==> src/logic/sarcs_pkg.sv <==
// Shared constants and carriers for the conversion sequencer
package sarcs_pkg;
  localparam int RES_BITS = 14;
  localparam int CFG_BITS = 14;
  localparam logic [13:0] UNI_MAX = 14'h3fff;
  localparam logic [13:0] UNI_MIN = 14'h0000;
  localparam logic [13:0] BIP_MAX = 14'h1fff;
  localparam logic [13:0] BIP_MIN = 14'h2000;
  localparam logic [13:0] MSB_MASK = 14'h2000;
  localparam int INCC_LSB = 10;
  localparam logic [2:0] INCC_UNI_SE = 3'h7;
  localparam logic [2:0] INCC_UNI_COM = 3'h6;
  localparam logic [2:0] INCC_BIP_COM = 3'h2;
  // A decision must wait for the trial code register plus two comparator sync flops
  localparam int CONV_CLK_DIV = 3;
  localparam int CLK_MHZ = 40;
  localparam int SETTLE_NS = 50;
  localparam int SETTLE_CYC = (SETTLE_NS * CLK_MHZ + 999) / 1000;
  localparam logic [3:0] SETTLE_CYC4 = 4'(SETTLE_CYC);
  localparam logic [3:0] CONV_DIV4 = 4'(CONV_CLK_DIV);
  localparam int MIN_RATE_KSPS = 250;

  typedef struct packed {
    logic [13:0] code;
    logic [13:0] cfg;
  } sarcs_result_t;
endpackage : sarcs_pkg

==> src/logic/sarcs_fifo.sv <==
// Parameterised flop FIFO with valid/ready on both sides
`timescale 1ns/1ps
module sarcs_fifo #(
  parameter int WIDTH = 28,
  parameter int DEPTH = 8
) (
  input wire logic clock,
  input wire logic rst_b,
  input wire logic [WIDTH-1:0] inData,
  input wire logic inValid,
  output logic inReady,
  output logic [WIDTH-1:0] outData,
  output logic outValid,
  input wire logic outReady
);
  localparam int AW = $clog2(DEPTH);
  logic [WIDTH-1:0] mem [DEPTH];
  logic [AW-1:0] wrPtr;
  logic [AW-1:0] rdPtr;
  logic [AW:0] count;
  logic doWr;
  logic doRd;

  assign inReady = (count != (AW+1)'(DEPTH));
  assign outValid = (count != '0);
  assign outData = mem[rdPtr];
  assign doWr = inValid && inReady;
  assign doRd = outValid && outReady;

  always_ff @(posedge clock)
  begin
    if (doWr)
    begin
      mem[wrPtr] <= inData;
    end
  end

  always_ff @(posedge clock or negedge rst_b)
  begin
    if (!rst_b)
    begin
      wrPtr <= '0;
      rdPtr <= '0;
      count <= '0;
    end
    else
    begin
      if (doWr)
      begin
        wrPtr <= (wrPtr == AW'(DEPTH-1)) ? '0 : wrPtr + 1'b1;
      end
      if (doRd)
      begin
        rdPtr <= (rdPtr == AW'(DEPTH-1)) ? '0 : rdPtr + 1'b1;
      end
      count <= count + (AW+1)'(doWr) - (AW+1)'(doRd);
    end
  end
endmodule : sarcs_fifo

==> src/logic/sarcs_sequencer.sv <==
// SAR conversion sequencer: switch timing, binary search, coding, result FIFO
`timescale 1ns/1ps
// Behaviour
// - Convert strobe rising edge starts conversion
// - Open sample switches, then ground arrays
// - Fourteen-step binary search, MSB first
// - Finish: reacquire, latch code, flag done
// - Internal divider times bit decisions
// - Unipolar modes give straight binary
// - Bipolar modes give twos complement
// - Midscale and zero codes as ideal
// - Overrange saturates to largest code
// - Underrange saturates to smallest code
// - Host configures via 14-bit word
// - Result readable later, with its config
// - Result belongs to same conversion
// - Powered down between conversions
// - Strobe held high enables busy indication
// - Input config field picks coding
module sarcs_sequencer #(
  parameter int RES = sarcs_pkg::RES_BITS,
  parameter int FIFO_DEPTH = 8
) (
  input wire logic clock,
  input wire logic rst_b,
  input wire logic convert_strobe,
  input wire logic comparatorHigh,
  input wire logic overRange,
  input wire logic underRange,
  input wire logic [sarcs_pkg::CFG_BITS-1:0] cfgWord,
  input wire logic cfgValid,
  output logic sample_switch_pos,
  output logic sample_switch_neg,
  output logic inputConnect,
  output logic [RES-1:0] dacSwitches,
  output logic poweredUp,
  output logic busyIndicator,
  output logic convDone,
  output logic [RES-1:0] resultCode,
  output logic [sarcs_pkg::CFG_BITS-1:0] resultCfg,
  output logic resultValid,
  input wire logic resultReady,
  output logic overflow
);
  typedef enum {SARCS_ACQ, SARCS_OPEN, SARCS_GROUND, SARCS_TRIAL, SARCS_DONE} sarcs_state_t;

  sarcs_state_t state;
  logic cnvMeta;
  logic cnvSync;
  logic cnvPrev;
  logic cmpMeta;
  logic cmpSync;
  logic ovMeta;
  logic ovSync;
  logic unMeta;
  logic unSync;
  logic [3:0] settleCnt;
  logic [3:0] divCnt;
  logic [RES-1:0] trialBit;
  logic [RES-1:0] sarReg;
  logic [sarcs_pkg::CFG_BITS-1:0] cfgActive;
  logic [sarcs_pkg::CFG_BITS-1:0] cfgConv;
  logic cnvRise;
  logic convTick;
  logic bipolar;
  logic [RES-1:0] next_code;
  logic fifoInReady;
  logic fifoOutValid;
  logic [27:0] fifoOutData;
  sarcs_pkg::sarcs_result_t pushWord;
  sarcs_pkg::sarcs_result_t popWord;
  logic [2:0] inCfg;

  // Pins from the analog side and the host are asynchronous to our clock
  always_ff @(posedge clock or negedge rst_b)
  begin
    if (!rst_b)
    begin
      cnvMeta <= 1'b0;
      cnvSync <= 1'b0;
      cnvPrev <= 1'b0;
      cmpMeta <= 1'b0;
      cmpSync <= 1'b0;
      ovMeta <= 1'b0;
      ovSync <= 1'b0;
      unMeta <= 1'b0;
      unSync <= 1'b0;
    end
    else
    begin
      cnvMeta <= convert_strobe;
      cnvSync <= cnvMeta;
      cnvPrev <= cnvSync;
      cmpMeta <= comparatorHigh;
      cmpSync <= cmpMeta;
      ovMeta <= overRange;
      ovSync <= ovMeta;
      unMeta <= underRange;
      unSync <= unMeta;
    end
  end

  assign cnvRise = cnvSync && !cnvPrev;
  assign convTick = (divCnt == '0);

  // Config word applies from the next conversion start onward
  always_ff @(posedge clock or negedge rst_b)
  begin
    if (!rst_b)
    begin
      cfgActive <= '0;
    end
    else if (cfgValid)
    begin
      cfgActive <= cfgWord;
    end
  end

  // Conversion-clock divider runs only in the trial state; it holds at reload otherwise
  always_ff @(posedge clock or negedge rst_b)
  begin
    if (!rst_b)
    begin
      divCnt <= '0;
    end
    else if (state != SARCS_TRIAL || convTick)
    begin
      divCnt <= sarcs_pkg::CONV_DIV4;
    end
    else
    begin
      divCnt <= divCnt - 4'h1;
    end
  end

  always_ff @(posedge clock or negedge rst_b)
  begin
    if (!rst_b)
    begin
      state <= SARCS_ACQ;
      settleCnt <= '0;
      trialBit <= '0;
      sarReg <= '0;
      cfgConv <= '0;
    end
    else
    begin
      case (state)
        SARCS_ACQ:
        begin
          // A strobe during conversion is ignored; the host must wait
          if (cnvRise)
          begin
            state <= SARCS_OPEN;
            cfgConv <= cfgActive;
            settleCnt <= sarcs_pkg::SETTLE_CYC4;
          end
        end
        SARCS_OPEN:
        begin
          if (settleCnt == 4'h0)
          begin
            state <= SARCS_GROUND;
            settleCnt <= sarcs_pkg::SETTLE_CYC4;
          end
          else
          begin
            settleCnt <= settleCnt - 4'h1;
          end
        end
        SARCS_GROUND:
        begin
          if (settleCnt == 4'h0)
          begin
            state <= SARCS_TRIAL;
            trialBit <= sarcs_pkg::MSB_MASK;
            sarReg <= sarcs_pkg::MSB_MASK;
          end
          else
          begin
            settleCnt <= settleCnt - 4'h1;
          end
        end
        SARCS_TRIAL:
        begin
          if (convTick)
          begin
            // Comparator high means trial overshoots: drop this bit
            if (cmpSync)
            begin
              sarReg <= (sarReg & ~trialBit) | (trialBit >> 1);
            end
            else
            begin
              sarReg <= sarReg | (trialBit >> 1);
            end
            trialBit <= trialBit >> 1;
            if (trialBit[0])
            begin
              state <= SARCS_DONE;
            end
          end
        end
        SARCS_DONE:
        begin
          state <= SARCS_ACQ;
        end
        default:
        begin
          state <= SARCS_ACQ;
        end
      endcase
    end
  end

  assign inCfg = cfgConv[sarcs_pkg::INCC_LSB +: 3];
  // Pairs with 00x and common at half reference code as bipolar
  assign bipolar = (inCfg == sarcs_pkg::INCC_BIP_COM) || (inCfg[2:1] == 2'b00);

  always_comb
  begin
    if (ovSync)
    begin
      next_code = bipolar ? sarcs_pkg::BIP_MAX : sarcs_pkg::UNI_MAX;
    end
    else if (unSync)
    begin
      next_code = bipolar ? sarcs_pkg::BIP_MIN : sarcs_pkg::UNI_MIN;
    end
    else if (bipolar)
    begin
      next_code = sarReg ^ sarcs_pkg::MSB_MASK;
    end
    else
    begin
      next_code = sarReg;
    end
  end

  assign pushWord.code = next_code;
  assign pushWord.cfg = cfgConv;

  always_ff @(posedge clock or negedge rst_b)
  begin
    if (!rst_b)
    begin
      sample_switch_pos <= 1'b1;
      sample_switch_neg <= 1'b1;
      inputConnect <= 1'b1;
      dacSwitches <= '0;
      poweredUp <= 1'b0;
      busyIndicator <= 1'b0;
      convDone <= 1'b0;
      overflow <= 1'b0;
    end
    else
    begin
      sample_switch_pos <= (state == SARCS_ACQ) && !cnvRise;
      sample_switch_neg <= (state == SARCS_ACQ) && !cnvRise;
      inputConnect <= (state == SARCS_ACQ) || (state == SARCS_OPEN && settleCnt != 4'h0);
      dacSwitches <= (state == SARCS_TRIAL) ? sarReg : '0;
      poweredUp <= (state != SARCS_ACQ) || cnvRise;
      // Busy flag shown while strobe stays high; drops on completion
      busyIndicator <= cnvSync && state != SARCS_ACQ && state != SARCS_DONE;
      convDone <= (state == SARCS_DONE);
      // Full FIFO loses the newest result rather than stall the converter
      overflow <= (state == SARCS_DONE) && !fifoInReady;
    end
  end

  sarcs_fifo #(
    .WIDTH(28),
    .DEPTH(FIFO_DEPTH)
  ) resultFifo (
    .clock(clock),
    .rst_b(rst_b),
    .inData(pushWord),
    .inValid(state == SARCS_DONE),
    .inReady(fifoInReady),
    .outData(fifoOutData),
    .outValid(fifoOutValid),
    .outReady(resultReady && resultValid)
  );

  assign popWord = fifoOutData;

  // Registered output stage mirrors the FIFO head
  always_ff @(posedge clock or negedge rst_b)
  begin
    if (!rst_b)
    begin
      resultCode <= '0;
      resultCfg <= '0;
      resultValid <= 1'b0;
    end
    else
    begin
      resultCode <= popWord.code;
      resultCfg <= popWord.cfg;
      resultValid <= fifoOutValid && !(resultReady && resultValid);
    end
  end
endmodule : sarcs_sequencer

==> config.mk <==
export PLATFORM = sky130hd
export DESIGN_NAME = sarcs_sequencer
export DESIGN_NICKNAME = d
export VERILOG_FILES = /design/src/logic/sarcs_pkg.sv /design/src/logic/sarcs_fifo.sv /design/src/logic/sarcs_sequencer.sv
export SDC_FILE = /design/constraint.sdc
export NUM_CORES = 1
export LEC_CHECK = 0
export ABC_AREA = 1
export BUFFER_PORTS_ARGS = -buffer_cell sky130_fd_sc_hd__clkbuf_2
export CAP_MARGIN = 20
export CELL_PAD_IN_SITES_DETAIL_PLACEMENT = 2
export CELL_PAD_IN_SITES_GLOBAL_PLACEMENT = 2
export CORE_UTILIZATION = 45
export CTS_BUF_LIST = sky130_fd_sc_hd__clkbuf_16
export CTS_CLUSTER_DIAMETER = 50
export CTS_CLUSTER_SIZE = 20
export DETAILED_ROUTE_END_ITERATION = 16
export PLACE_DENSITY = 0.88
export SYNTH_ARGS = -nofsm -noshare
export SYNTH_HDL_FRONTEND = slang
export SYNTH_SLANG_ARGS = --single-unit
==> constraint.sdc <==
create_clock -name clock -period 6.1 [get_ports clock]
set_input_delay 0.61 -clock clock [delete_from_list [all_inputs] [get_ports clock]]
set_output_delay 0.61 -clock clock [all_outputs]
set_load 0.01 [all_outputs]
Word-level counts from Yosys, hierarchy flattened:

Memories as Yosys holds them, arrays and structs flattened. A register that Yosys moved wholly into a read port is not among the register bits.
Index checks and enable logic that the tools add are counted.

* flip-flop bits (word level): 136
* bits in writable memories: 224
* bits of input ports: 22
* output and inout port bits: 50
* word-level logic and storage cells: 117
* memories kept: 1

* $add $sub $neg: 6
* eq/ne operators: 18
* multiplexer cells: 27
* bitwise logic cells: 5
* reductions and logical operators: 33

Memory list
* resultFifo.mem: depth 8, bits a word 28, rd ports 1, clocked after Yosys merged registers in 1, wr ports 1, line sarcs_fifo.sv:17 `logic [WIDTH-1:0] mem [DEPTH];`

Operators with widths (number)
* $mux W32: 5
* $mux W14: 10
* $pmux W32 S4: 1
* $eq A32 B2 Y1 const B: 3
* $logic_not A32 Y1: 2
* $pmux W14 S2: 2
* $eq A32 B1 Y1 const B: 1
* $eq A32 B3 Y1 const B: 1
* $eq A32 B4 Y1 const B: 1
* $ne A32 B3 Y1 const B: 1
* $ne A32 B4 Y1 const B: 1
* $reduce_bool A32 Y1: 1
* $or A14 B13 Y14: 2
* $mux W4: 4
* $and A14 B14 Y14: 1
* $not A14 Y14: 1
* $ne A2 B2 Y1 const B: 6
* $pmux W4 S3: 1
* $logic_and A1 B1 Y1: 10
* $logic_not A4 Y1: 2
* $reduce_bool A4 Y1: 2
* $sub A4 B1 Y4 const B: 2
* $add A3 B1 Y3 const B: 2
* $eq A3 B3 Y1 const B: 2
* 15 further kinds: 25

Logic depth before layout (Yosys ltp):

* depth after elaboration: 6
* mapped depth: 9
* depth with buffers taken out: 9

Modules after synthesis:

From an unflattened synthesis, not the netlist that was laid out.

* cell total of the unflattened synthesis: 1487
* area total of the unflattened synthesis: 15058.2 µm²

By module, submodules not included
* sarcs_fifo: instances 1, cells an instance 1041, area each 10386.2 µm²
* sarcs_sequencer: instances 1, cells an instance 446, area each 4672.0 µm²

Least setup slack after synthesis:

Ideal clock, no wire load.

* kind: register to register
* from: register state[1]
* to: memory resultFifo.mem[0][0], enable pin
* data arrival time: 3037 ps
* data required time: 5652 ps
* slack: 2615 ps
* cell stages (with the launch flop): 6
* path buffers: 0
* clock period less this slack: 3485 ps
* path through: dfrtp_1 nor2_1 nand2_2 a31oi_4 nand2_2 nor3_1

* word-level cells in the longest chain between the ends: 4

RTL lines
* start: declaration: line sarcs_sequencer.sv:47 `sarcs_state_t state;`
* start signal: assignment: line sarcs_sequencer.sv:140 `state <= SARCS_ACQ;`
* start signal: assignment: line sarcs_sequencer.sv:154 `state <= SARCS_OPEN;`
* start signal: assignment: line sarcs_sequencer.sv:163 `state <= SARCS_GROUND;`
* $eq A32 B4 Y1: line sarcs_sequencer.sv:278 `.inValid(state == SARCS_DONE),`
* $logic_and A1 B1 Y1: line sarcs_fifo.sv:27 `assign doWr = inValid && inReady;`
* via resultFifo.doWr: line sarcs_fifo.sv:21 `logic doWr;`
* $mux W1: line sarcs_fifo.sv:32 `if (doWr)`
* $mux W1 (implied by the code): line sarcs_fifo.sv:34 `mem[wrPtr] <= inData;`
* end: declaration: line sarcs_fifo.sv:17

The timed path passes the listed nets, and every way through them passes these cells.

Final worst setup path:

* from: register state[0]
* to: memory resultFifo.mem[1][1], enable pin

Same word-level chain as after synthesis.

==> results_tabular.tex <==
\begin{tabular}{lr}
\hline
Metric & Value \\
\hline
\multicolumn{2}{l}{\textbf{STA}} \\
RSZ-0062 raised after global routing & false \\
Maximum operating frequency & 0.337 GHz \\
Number of pins exceeding their max-slew limit in the final report & 0 \\
Post-layout min period & 2960 ps \\
Setup-violating endpoint count in the final report & 0 \\
Transition at the pin with the smallest max-transition slack & 1160 ps \\
Final worst setup slack & 3140 ps \\
Period utilization & 48.6\% \\
Final sum of negative setup slack & 0 ps \\
Setup Skew & 18.0 ps \\
Final hold slack & 141 ps \\
Hold Fails Final Rpt & 0 \\
Headroom to the max-slew limit & 21.9\% \\
\multicolumn{2}{l}{\textbf{CTS}} \\
Number of resized instances in the post-cts repair step & 0 \\
CTS sink count & 359 \\
CTS Hold Bufs & 0 \\
Clock network latency to the later pin of the worst-skew pair & 520 ps \\
Number of CTS-inserted buffers & 37 \\
Number of H-tree levels & 2 \\
Clock Path Buffers & 3 \\
Clock Pin Slew Worst Setup and Hold Paths & 80 ps \\
Clk Tree Root Cell & clkbuf\_16 \\
Clock tree from TritonCTS & yes \\
Number of post-CTS setup repair buffers & 0 \\
\multicolumn{2}{l}{\textbf{Yosys}} \\
Distinct cell type count after synthesis & 35 \\
Fraction of synthesized area in multiplexers & 0\% \\
Post-synth design cell area & 14000 um\^{}2 \\
Number of enable-type register cells in the synthesized netlist & 224 \\
Number of instances in the synthesized netlist & 1207 \\
Largest family of logic cells by synthesized area & simple AND/OR/NAND/NOR gates \\
Area contributors post-synth & edfxtp\_1 (48\%), dfrtp\_1 (24\%), o21ai\_0 (7.7\%) \\
Area fraction in compound gates after synthesis & 10.1\% \\
Post-synthesis register bit count & 359 \\
Post-Syn Area per Cell & 11.6 um\^{}2 \\
Net Count, Synth & 1242 \\
Warnings, synthesis & 0 \\
Most instantiated flip-flop cell in the synthesis netlist & edfxtp\_1 \\
Area share of and/or/nand/nor cells after synthesis & 12.4\% \\
Sequential share of the synthesized area & 72.2\% \\
Share of the synthesized area in the top cell type & 48.1\% \\
Adder-cell area share of the yosys netlist & 1.22\% \\
Cell accounting for the most synthesized area & edfxtp\_1 \\
XOR/XNOR share of the synthesized area & 0.250\% \\
Share of flip-flops with an asynchronous set or reset & 37.6\% \\
\multicolumn{2}{l}{\textbf{Global route}} \\
Number of global-route vias before repair & 11000 \\
Remaining Overflow, GRT & 0 \\
Largest net degree at the start of global routing & 113 \\
Total track usage & 28.9\% \\
Global-route wire length before repair & 67100 um \\
Antenna violations before repair & 0 \\
\multicolumn{2}{l}{\textbf{Floorplan}} \\
Width of the chip & 178 um \\
Core area & 30600 um\^{}2 \\
Die Span Y & 178 um \\
Row Count & 64 \\
Initial core utilization & 45.8\% \\
Io pins & 72 \\
Die outline area & 31800 um\^{}2 \\
\multicolumn{2}{l}{\textbf{Final layout}} \\
Count of fill cells added during filler insertion & 3002 \\
Leading cell types in the layout, fill and taps excluded & edfxtp\_1 (224), o21ai\_0 (216), nand2\_1 (197), nor2\_1 (193), dfrtp\_1 (131) \\
Layout Nets & 1312 \\
Most common library cell in the layout ignoring fill and taps & edfxtp\_1 \\
Ratio of cells with drive above 1 in the final layout & 14.4\% \\
Antenna fix cells & 0 \\
Area growth syn-to-layout & 14.0\% \\
\multicolumn{2}{l}{\textbf{Place}} \\
Worst-case setup slack after placement & 3140 ps \\
Detail Placement HPWL & 24600 um \\
\# port buffers & 71 \\
Final GP Congestion & 0.712 \\
\multicolumn{2}{l}{\textbf{Route}} \\
Routed WL & 44600 um \\
Via count normalized by instance count & 5.68 \\
Number of vias in the routed layout & 9656 \\
Pre-antenna DRT Iters & 7 \\
Post-DRT Antenna Nets & 0 \\
Wire length per cell after detailed routing & 26.3 um \\
Violation count after the first detailed-route iteration & 637 \\
DRC violation count after routing & 0 \\
\multicolumn{2}{l}{\textbf{Setup path}} \\
Sort of element at the start of the critical path & register \\
Maximum fanout along the worst path & 19 \\
Critical path type & reg -> reg \\
Data arrival time of the worst path & 3150 ps \\
Worst setup EP type & register \\
Required @ worst endpoint & 6280 ps \\
\multicolumn{2}{l}{\textbf{Status}} \\
Run status & finished, final reports clean \\
\multicolumn{2}{l}{\textbf{Power}} \\
Peak supply drop & 0.217 mV \\
Static leakage power & 0.00639 uW \\
Power Density & 482 nW/um\^{}2 \\
\multicolumn{2}{l}{\textbf{Run}} \\
Max-cap violation count & 0 \\
\multicolumn{2}{l}{\textbf{Worst hold path}} \\
Worst hold-check path type & in -> async \\
\hline
\end{tabular}
[layer usage]
layer | up-vias | share of wire [%] | GRT usage, %
li1 | 4236 | - | -
met1 | 5086 | 40 | 34.7
met2 | 247 | 54 | 52.5
met3 | 87 | 3.8 | 3.62
met4 | 0 | 3.0 | 11.1
met5 | - | 0 | 0
[Yosys cell counts (all sizes together), types with 2 or more instances]
cell / count
dfstp: 2
a21oi: 17
clkbuf: 32
nand3: 27
ha: 12
edfxtp: 224
a31oi: 3
dfrtp: 133
o21ai: 247
nand2: 203
xnor2: 3
buf: 28
inv: 65
nor2: 200
nor3: 4
[power by group]
group | switching (uW) | internal (uW)
registers | 323 | 2960
clock network | 1090 | 1200
logic | 1540 | 575
total | 2950 | 4740
[cells by family (layout without fill, tap and decap cells)]
group                      Yosys count  after routing
and+or+nand+nor                    437            437
DFF                                359            359
AOI/OAI and AO/OA                  269            269
buffers and inverters              125            221
adders and majority gates           13             13
xor gates and xnor gates             4              4
[through the flow]
| stage | instance area, um^2 | total power, uW | util (%) | std cells |
|---|---|---|---|---|
| after global placement | 14700 | 5080 | 48.0 | 1628 |
| final | 16000 | 7690 | 52.2 | 1699 |
| after CTS | 15900 | 7720 | 52.0 | 1693 |
| after global routing | 16000 | 8050 | 52.2 | 1699 |
| after floorplan | 14000 | 4530 | - | 1207 |
| after detailed placement | 14700 | 5320 | 48.0 | 1628 |
[worst max-delay path, cell delays in order, from the launching register on]
cell and delay (ps):
dfrtp_1 430, nor2_1 260, nand2_2 130, a31oi_4 290, nand2_2 170, nor3_2 860
buf_4 470
[registers in the layout, indices dropped and copies added (netlist names), 3 cells and up]
signal            cells
resultFifo.rdPtr      3
resultCfg            14
resultFifo.wrPtr      3
sarReg               14
cfgConv              14
settleCnt             4
state                 3
trialBit             14
divCnt                4
dacSwitches          14
resultCode           14
resultFifo.mem      224
resultFifo.count      4
cfgActive            14
[final cells by class]
type / count / area, um^2 / area share, %
clock buffer: 37 / 926 / 5.80
clock inverter: 28 / 273 / 1.71
inverter: 65 / 246 / 1.54
multi-input combinational: 723 / 3380 / 21.2
sequential: 359 / 10100 / 63.4
tap: 396 / 495 / 3.10
timing repair buffer: 91 / 532 / 3.33
[path summary, 6_finish.rpt]
| kind | start | endpoint | slack (ps) | cells past startpoint |
|---|---|---|---|---|
| min reg2reg | cnvMeta | cnvSync | 350 | 0 |
| max | state[0] | resultFifo.mem[1][1] | 3140 | 6 |
| max in group asynchronous | rst_b | resultCode[9] | 4590 | 2 |
| max reg2reg | state[0] | resultFifo.mem[1][1] | 3140 | 6 |
| min | rst_b | resultFifo.wrPtr[0] | 140 | 1 |
| min in group clock | underRange | unMeta | 200 | 1 |
No activity file was read; power rests on OpenSTA's default activity.
